### src/hdl/pfail_pkg.sv
// Package: constants and types for the power-fail save and reset block
// Assumes a 20 MHz system clock
package pfail_pkg;
  localparam int CLK_HZ = 20000000;
  localparam int RECHECK_US = 10000;
  localparam int RECHECK_CYC = (CLK_HZ / 1000000) * RECHECK_US;
  localparam int SAVE_BYTES = 32;
  localparam int EE_ADDR_W = 7;
  localparam int EE_WORDS = 64;
  localparam int EE_CLK_DIV = 20;
  localparam int EE_OP_BITS = 3;
  localparam logic [2:0] EE_OP_WRITE = 3'h5;
  localparam int EE_FRAME_BITS = 25;
  localparam int EE_BUSY_CYC = 200000;
  typedef enum logic [5:0] {
    ST_RUN = 6'h01,
    ST_RECHECK = 6'h02,
    ST_SAVE = 6'h04,
    ST_SAVE_WAIT = 6'h08,
    ST_RESET = 6'h10,
    ST_HALT = 6'h20
  } pf_state_t;
endpackage

### src/hdl/ee_link_if.sv
// Interface: request and status between the sequencer and the EEPROM writer
// Assumes one clock domain shared by both ends
`timescale 1ns/1ns
interface ee_link_if;
  logic start;
  logic [6:0] addr;
  logic [7:0] data;
  logic busy;
  logic done;
  modport master (output start, output addr, output data, input busy, input done);
  modport slave (input start, input addr, input data, output busy, output done);
endinterface

### src/hdl/pfail_seq.sv
// Module: power-fail supervisor, EEPROM save and reset request
// Assumes alert is asynchronous; supervisor resets this block via rst_b
`timescale 1ns/1ns
module pfail_seq
  import pfail_pkg::*;
#(
  parameter int RECHECK_CYCLES = RECHECK_CYC,
  parameter int SAVE_LIMIT_CYCLES = EE_BUSY_CYC
) (
  // Clock and reset
  input wire logic clk_sys,
  input wire logic rst_b,
  // Supply board and supervisor
  input wire logic power_fail_alert,
  output logic reset_request_out,
  output logic printing_stop,
  output logic feed_motor_hold_n,
  // Printer status and settings source
  input wire logic printing,
  input wire logic [7:0] setting_data [SAVE_BYTES],
  // EEPROM port pins
  output logic ee_cs,
  output logic ee_sk,
  output logic ee_di,
  input wire logic ee_do
);
  pf_state_t state;
  logic alert_s1, alert_s2;
  logic [23:0] timer;
  logic [5:0] byte_idx;
  logic [7:0] save_buf [SAVE_BYTES];
  ee_link_if link ();

  // Alert synchroniser
  always_ff @(posedge clk_sys) begin
    alert_s1 <= power_fail_alert;
    alert_s2 <= alert_s1;
  end

  // Power-off sequencer
  always_ff @(posedge clk_sys) begin
    if (!rst_b) begin
      state <= ST_RUN;
    end else begin
      case (state)
        ST_RUN: if (alert_s2) state <= printing ? ST_RECHECK : ST_SAVE;
        ST_RECHECK: if (timer == 24'(RECHECK_CYCLES - 1))
          state <= alert_s2 ? ST_SAVE : ST_RUN;
        ST_SAVE: state <= ST_SAVE_WAIT;
        ST_SAVE_WAIT: begin
          if (link.done && byte_idx == 6'(SAVE_BYTES - 1)) state <= ST_RESET;
          else if (link.done) state <= ST_SAVE;
          else if (timer == 24'(SAVE_LIMIT_CYCLES - 1)) state <= ST_RESET;
        end
        ST_RESET: state <= ST_HALT;
        ST_HALT: state <= ST_HALT;
        default: state <= ST_RUN;
      endcase
    end
  end

  // Recheck and save timeout timer
  always_ff @(posedge clk_sys) begin
    if (!rst_b) timer <= '0;
    else if (state == ST_RUN || state == ST_SAVE) timer <= '0;
    else if (state == ST_RECHECK || state == ST_SAVE_WAIT) timer <= timer + 24'h1;
  end

  // Settings snapshot at the power-off decision
  always_ff @(posedge clk_sys) begin
    if (state == ST_RUN || state == ST_RECHECK) save_buf <= setting_data;
  end

  // Byte index through the save area
  always_ff @(posedge clk_sys) begin
    if (!rst_b || state == ST_RUN) byte_idx <= '0;
    else if (state == ST_SAVE_WAIT && link.done) byte_idx <= byte_idx + 6'h1;
  end

  // Writer request
  assign link.start = (state == ST_SAVE);
  assign link.addr = {1'b0, byte_idx};
  assign link.data = save_buf[byte_idx[4:0]];

  // Outputs; reset request high only after the save ends or a byte write times out
  always_ff @(posedge clk_sys) begin
    if (!rst_b) begin
      reset_request_out <= 1'b0;
      printing_stop <= 1'b0;
    end else begin
      if (state == ST_RESET) reset_request_out <= 1'b1;
      if (state != ST_RUN) printing_stop <= 1'b1;
    end
  end

  // Feed motor hold is low while in reset
  always_ff @(posedge clk_sys) begin
    if (!rst_b) feed_motor_hold_n <= 1'b0;
    else feed_motor_hold_n <= ~reset_request_out;
  end

  // Serial EEPROM writer; inhibited in reset
  ee_writer u_writer (
    .clk_sys(clk_sys),
    .rst_b(rst_b),
    .inhibit(reset_request_out),
    .link(link),
    .ee_cs(ee_cs),
    .ee_sk(ee_sk),
    .ee_di(ee_di),
    .ee_do(ee_do)
  );

  // Checks
  idle_alert_a: assert property (@(posedge clk_sys) disable iff (!rst_b)
    state == ST_RUN && alert_s2 && !printing |=> state == ST_SAVE)
    else $error("idle alert did not start save");
  print_alert_a: assert property (@(posedge clk_sys) disable iff (!rst_b)
    state == ST_RUN && alert_s2 && printing |=> state == ST_RECHECK ##1 printing_stop)
    else $error("print alert did not recheck");
  sync_path_a: assert property (@(posedge clk_sys) disable iff (!rst_b)
    state == ST_RUN && !$past(alert_s1) |=> state != ST_RECHECK)
    else $error("alert used unsynchronised");
  reset_after_a: assert property (@(posedge clk_sys) disable iff (!rst_b)
    $rose(reset_request_out) |-> $past(state) == ST_RESET)
    else $error("reset request out of order");
  save_first_a: assert property (@(posedge clk_sys) disable iff (!rst_b)
    state == ST_SAVE_WAIT && link.done && byte_idx == 6'(SAVE_BYTES - 1) |=> state == ST_RESET)
    else $error("save end not followed by reset");
  no_access_a: assert property (@(posedge clk_sys) disable iff (!rst_b)
    reset_request_out |=> !ee_cs)
    else $error("EEPROM access during reset");
  motor_hold_a: assert property (@(posedge clk_sys) disable iff (!rst_b)
    reset_request_out |=> !feed_motor_hold_n)
    else $error("feed motor not held in reset");
  drop_alert_a: assert property (@(posedge clk_sys) disable iff (!rst_b)
    state == ST_RECHECK && timer == 24'(RECHECK_CYCLES - 1) && !alert_s2 |=> state == ST_RUN)
    else $error("transient alert not ignored");
  cov_idle_c: cover property (@(posedge clk_sys) state == ST_RUN ##1 state == ST_SAVE);
  cov_recheck_c: cover property (@(posedge clk_sys) state == ST_RECHECK ##1 state == ST_RUN);
  cov_reset_c: cover property (@(posedge clk_sys) $rose(reset_request_out));
endmodule

### src/hdl/ee_writer.sv
// Module: three-wire serial EEPROM byte writer
// Assumes the EEPROM signals ready on its data-out line after a write
`timescale 1ns/1ns
module ee_writer
  import pfail_pkg::*;
(
  // Clock and reset
  input wire logic clk_sys,
  input wire logic rst_b,
  input wire logic inhibit,
  // Request side
  ee_link_if.slave link,
  // EEPROM pins
  output logic ee_cs,
  output logic ee_sk,
  output logic ee_di,
  input wire logic ee_do
);
  logic [4:0] div;
  logic tick;
  logic [5:0] bitn;
  logic [24:0] shreg;
  logic active;
  logic phase;
  logic ee_do_s1, ee_do_s2;

  // Serial clock enable divider
  always_ff @(posedge clk_sys) begin
    if (!rst_b || !active) div <= '0;
    else if (div == 5'(EE_CLK_DIV - 1)) div <= '0;
    else div <= div + 5'h1;
  end
  assign tick = active && (div == 5'(EE_CLK_DIV - 1));

  // Ready line synchroniser
  always_ff @(posedge clk_sys) begin
    ee_do_s1 <= ee_do;
    ee_do_s2 <= ee_do_s1;
  end

  // Shift sequence; no access while inhibited
  always_ff @(posedge clk_sys) begin
    if (!rst_b || inhibit) begin
      active <= 1'b0;
      phase <= 1'b0;
      bitn <= '0;
      shreg <= '0;
      ee_cs <= 1'b0;
      ee_sk <= 1'b0;
      ee_di <= 1'b0;
      link.done <= 1'b0;
    end else begin
      link.done <= 1'b0;
      if (!active && link.start) begin
        active <= 1'b1;
        shreg <= {1'b1, 2'b01, link.addr[5:0], 8'h00, link.data};
        bitn <= '0;
        ee_cs <= 1'b1;
      end else if (tick) begin
        if (bitn < 6'(EE_FRAME_BITS)) begin
          ee_sk <= phase;
          if (!phase) begin
            ee_di <= shreg[24];
            shreg <= {shreg[23:0], 1'b0};
          end else bitn <= bitn + 6'h1;
          phase <= ~phase;
        end else if (bitn == 6'(EE_FRAME_BITS)) begin
          ee_cs <= 1'b0;
          ee_sk <= 1'b0;
          bitn <= bitn + 6'h1;
        end else if (!ee_cs) begin
          // Reselect first; data-out is only trusted one tick later
          ee_cs <= 1'b1;
        end else if (ee_do_s2) begin
          ee_cs <= 1'b0;
          active <= 1'b0;
          link.done <= 1'b1;
        end
      end
    end
  end
  assign link.busy = active;
endmodule

### config.mk
export PLATFORM = sky130hd
export DESIGN_NAME = pfail_seq
export DESIGN_NICKNAME = d
export VERILOG_FILES = /design/src/hdl/pfail_pkg.sv /design/src/hdl/ee_link_if.sv /design/src/hdl/pfail_seq.sv /design/src/hdl/ee_writer.sv
export SDC_FILE = /design/constraint.sdc
export NUM_CORES = 1
export LEC_CHECK = 0
export CAP_MARGIN = 20
export CORE_MARGIN = 5
export CORE_UTILIZATION = 50
export DETAILED_ROUTE_END_ITERATION = 8
export DONT_BUFFER_PORTS = 1
export HOLD_SLACK_MARGIN = 0.15
export SLEW_MARGIN = 40
export SYNTH_ARGS = -nofsm -noshare
export SYNTH_HDL_FRONTEND = slang
export SYNTH_SLANG_ARGS = --single-unit
### constraint.sdc
create_clock -name clk_sys -period 8.3 [get_ports clk_sys]
set_input_delay 2.49 -clock clk_sys [delete_from_list [all_inputs] [get_ports clk_sys]]
set_output_delay 2.49 -clock clk_sys [all_outputs]
set_load 0.01 [all_outputs]
# Yosys cells after proc, flatten, opt, wreduce, memory -nomap -nowiden
# Index checks and enable logic that the tools add are counted.
[word_totals]
inputBits = 261
output_inout_bits = 6
ff_bits = 341
word_cells = 147
[classes]
n_addsub = 4
reduce_logical = 31
bitwise = 7
eq_ne = 18
order_cmp = 2
mux = 33
[ops]
columns = ["op", "n"]
rows = [
  ["$mux W25", 4],
  ["$mux W6", 8],
  ["$bmux W8 S5", 1],
  ["$pmux W6 S5", 1],
  ["$add A24 B1 Y24 const B", 1],
  ["$eq A24 B18 Y1 const B", 1],
  ["$eq A6 B5 Y1 const B", 3],
  ["$reduce_and A3 Y1", 6],
  ["$mux W8", 2],
  ["$mux W1", 15],
  ["$add A6 B1 Y6 const B", 2],
  ["$reduce_bool A2 Y1", 5],
  ["$reduce_or A2 Y1", 4],
  ["$eq A6 B1 Y1 const B", 1],
  ["$eq A6 B2 Y1 const B", 1],
  ["$eq A6 B3 Y1 const B", 1],
  ["$eq A6 B4 Y1 const B", 1],
  ["$eq A6 B6 Y1 const B", 1],
  ["$ge A6 B6 Y1 const B", 1],
  ["$logic_or A1 B1 Y1", 6],
  ["$lt A6 B5 Y1 const B", 1],
  ["$mux W3", 2],
  ["$ne A2 B1 Y1 const B", 3],
  ["$ne A2 B2 Y1 const B", 3],
  ["other kinds (12)", 21],
]

# Logic depth before layout (Yosys ltp)
[depth]
depth_word = 6
ltp_mapped = 8
mapped_depth_nobuf = 7

# Modules after synthesis
# A second synthesis with hierarchy kept.
[unflattened]
hier_cells = 880
hier_area_um2 = 13611.8
[modules_own_cells]
columns = ["module", "area_per_inst_um2", "cells_each", "instances"]
rows = [
  ["pfail_seq", 11750.0, 668, 1],
  ["ee_writer", 1861.8, 212, 1],
]

# Worst setup path after synthesis
# Ideal clock, no wire load.
[synth_timing]
path_type = "register to register"
from = "register state[2]"
to = "register save_buf[0] in the netlist's numbering (enable)"
slack_ns = 0.912
stages_incl_launch_ff = 4
n_path_buf = 0
t_arrival_ns = 6.760
setup_ns = 0.628
cell_sequence = "dfxtp_1 or4_4 or3b_4 nand2_1"
[synth_between]
elab_chain_cells = 2
[synth_rtl]
columns = ["element", "line", "source"]
rows = [
  ["start: declaration", "pfail_seq.sv:27", "pf_state_t state;"],
  ["start signal: assignment", "pfail_seq.sv:46", "ST_RUN: if (alert_s2) state <= printing ? ST_RECHECK : ST_SAVE;"],
  ["start signal: assignment", "pfail_seq.sv:48", "state <= alert_s2 ? ST_SAVE : ST_RUN;"],
  ["$eq A6 B1 Y1 / $eq A6 B2 Y1 (equally long branches)", "pfail_seq.sv:71", "if (state == ST_RUN || state == ST_RECHECK) save_buf <= setting_data;"],
  ["$logic_or A1 B1 Y1 *", "pfail_seq.sv:71", ""],
  ["end signal: assignment", "pfail_seq.sv:71", ""],
  ["end: declaration", "pfail_seq.sv:31", "logic [7:0] save_buf [SAVE_BYTES];"],
]
# Mark *: on every way between the ends. The rest lies on a longest branch, timed or not.
# A chain may end at the register's enable or synchronous reset.

# Final worst setup path
[layout_timing]
from = "register u_writer.ee_di"
to = "output port ee_di"
[layout_rtl]
columns = ["element", "line", "source"]
rows = [
  ["start: declaration", "ee_writer.sv:16", "output logic ee_di,"],
  ["start signal: assignment", "ee_writer.sv:63", "ee_di <= shreg[24];"],
  ["end: declaration", "pfail_seq.sv:24", "output logic ee_di,"],
]
# No word-level cell between the ends.

==> flow_summary.yaml <==
placement:
  finalWeightedCongestion: 0.884
  pre_cts_ws_ps: 4440
  dp_hpwl_um: 20200
  placed_area_mm2: 0.0138
  port-buffer-count: 0
timing:
  setup_slack_ps: 4880
  fmax_mhz: 293
  hold_viol: 0
  rsz0062_at_grt: "false"
  relSlewSlack_pct: 46.5
  setup_total_negative_slack_ps: 0
  worstMarginPinSlew_ps: 802
  setup_viol: 0
  layout_min_cycle_time_ps: 3420
  period_share_pct: 41.2
  clock-skew-final_ps: 21.9
  hold_slack_ps: 334
  slew_viol_final: 0
floorplan:
  die_h_um: 175
  core.rowCount: 60
  io_pins: 267
  start_util_pct: 50.5
  die-area_mm2: 0.0305
  core_mm2: 0.0268
  die_w_um: 175
critical_path:
  cp.arrival_ps: 930
  r2r_end: "save_buf[158]"
  crit_cells: 0
  rrSetupSlack_ps: 5060
  worst_setup_path_end_kind: "output port"
  worstSetupPathType: "reg2out"
  ff2ff_path_depth: 4
  crit_end: "ee_di"
  critPathRequiredTime_ps: 5810
  r2r_start: "state[3]"
  critPathLaunchType: "flop"
  critical_path.max_fanout: 2
  crit_start: "u_writer.ee_di"
drt:
  dr.pass1.iters: 5
  drc: 0
  vias_per_cell: 5.85
  wire_per_inst_um: 23.1
  ant_nets: 0
  num_vias: 7212
  routed_wl_um: 28400
  drt_iter0_markers: 566
synth:
  synthArstFlopShare_pct: 0
  synth_fp_nets: 1128
  ys_seq_area_share_pct: 69.4
  netlist_top_cells_area: "edfxtp_1 57%, dfxtp_1 13%, mux4_2 10%, nand2_1 2.0%, nor2_1 1.7%"
  yosys.area.top_type: "edfxtp_1"
  ys_types: 67
  ys_warn_count: 0
  ys.flop_type: "edfxtp_1"
  synth_edf_count: 256
  syn_area_mm2: 0.0135
  synth_top_area_share_pct: 56.8
  yosys_register_bits: 341
  syn_inst: 861
  syn_avg_cell_area_um2: 15.7
global_routing:
  first_global_vias: 7542
  grt_max_degree: 134
  grt_overflow: 0
  grt_pass1_wl_um: 43500
  grt_usage_pct: 18.4
  antenna_found_initial: 8
clocking:
  numCtsBuffers: 37
  clock_latency_ps: 520
  cts_resized: 0
  cts_max_level: 2
  hold_buffers: 0
  root_buffer: "clkbuf_16"
  cts.reportedPaths.clkPinSlew_ps: 60
  cts_tree: "built"
  cts_buffer_depth: 3
  post-cts-setup-buffer-count: 0
  cts.sinks: 341
final_layout:
  area_growth_pct: 11.0
  final_nets: 1132
  layout-drive-gt1-share_pct: 17.0
  final_cell_area_mm2: 0.0150
power:
  ir_drop_mv: 0.204
  power.leakage_nw: 4.85
  power.density_mw_per_mm2: 274
min_path:
  hp-class: "reg2reg"
job:
  drv_cap: 0
outcome:
  status: "completed"
-- report_power, final --
group	total, mW	switching [mW]	internal, mW
combinational	0.300	0.194	0.106
clock	1.60	0.623	0.973
sequential	2.23	0.0658	2.16
-- final cells by class --
type / instances / area, um2
fillers: 2029 / 11800
well taps: 341 / 427
multi-input cells: 459 / 3860
repair buffers: 9 / 92.6
flip-flops and latches: 341 / 9400
clock buffers: 44 / 952
inverters: 17 / 63.8
clock inverters: 20 / 226
diodes: 2 / 5.00
-- how the worst min path moves through the flow --
stage	startpoint	end	slack, ps	cells after the start
floorplan	alert_s1	alert_s2	310	0
global placement	u_writer.ee_do_s1	u_writer.ee_do_s2	320	0
detailed placement	u_writer.ee_do_s1	u_writer.ee_do_s2	310	0
CTS	alert_s1	alert_s2	340	0
global route	alert_s1	alert_s2	340	0
finish	alert_s1	alert_s2	330	0
-- logic make-up after synthesis --
group | Yosys count | synth area share [%]
xor+xnor | 33 | 2.14
buf+inv | 61 | 2.19
mux | 89 | 12.3
fa+ha+maj | 6 | 0.555
simple gates | 245 | 9.23
flops | 341 | 69.4
compound gates | 86 | 4.24
-- cell usage after synthesis (6+ instances only) --
master,count
mux4_2,60
xnor2_1,22
a21oi_1,24
a211oi_1,6
nand3_1,18
mux2_2,13
dfxtp_1,85
ha_1,6
mux2i_1,16
and3_1,10
nor4_1,13
edfxtp_1,256
xor2_1,11
inv_1,16
nand2_1,73
clkbuf_1,15
nor3_1,14
o21ai_0,9
o211ai_1,6
nor2_1,62
buf_2,21
a31oi_1,9
-- cells in the final DEF, fill, tap and decap left out, types with 7 or more instances in the layout --
cell       count
inv_1         16
nand3_1       18
a21oi_1       24
mux4_2        60
mux2i_1       16
o21ai_0        9
clkbuf_16     37
dfxtp_1       82
clkbuf_1       7
nor3_1        13
a31oi_1        9
and3_1        10
nor2_1        62
xnor2_1       22
mux2_2        13
buf_4          7
clkinv_1       8
xor2_1        11
nand2_1       72
edfxtp_1     256
nor4_1        13
-- through the flow --
step                      util [%]  power, mW  instances
final                         56.1       4.12       1233
after floorplan                  -       2.56        861
after global placement        51.6       2.54       1166
after CTS                     56.0       4.18       1230
after detailed placement      51.6       2.57       1166
after global routing          56.1       4.29       1232
-- registers in the layout (all words and copies together), names as in the netlist, 5 cells and up --
register,count
u_writer.shreg,25
byte_idx,6
u_writer.bitn,6
timer,24
u_writer.div,5
save_buf,256
state,6
-- layer usage --
metal	global-route usage, %	vias to the layer above	share of wire [%]
li1	-	3333	-
met1	21.5	3562	37
met2	33.0	251	53
met3	6.02	54	7.4
met4	4.62	12	2.2
met5	0	-	0.24
Power figures use the tool's default switching activity.
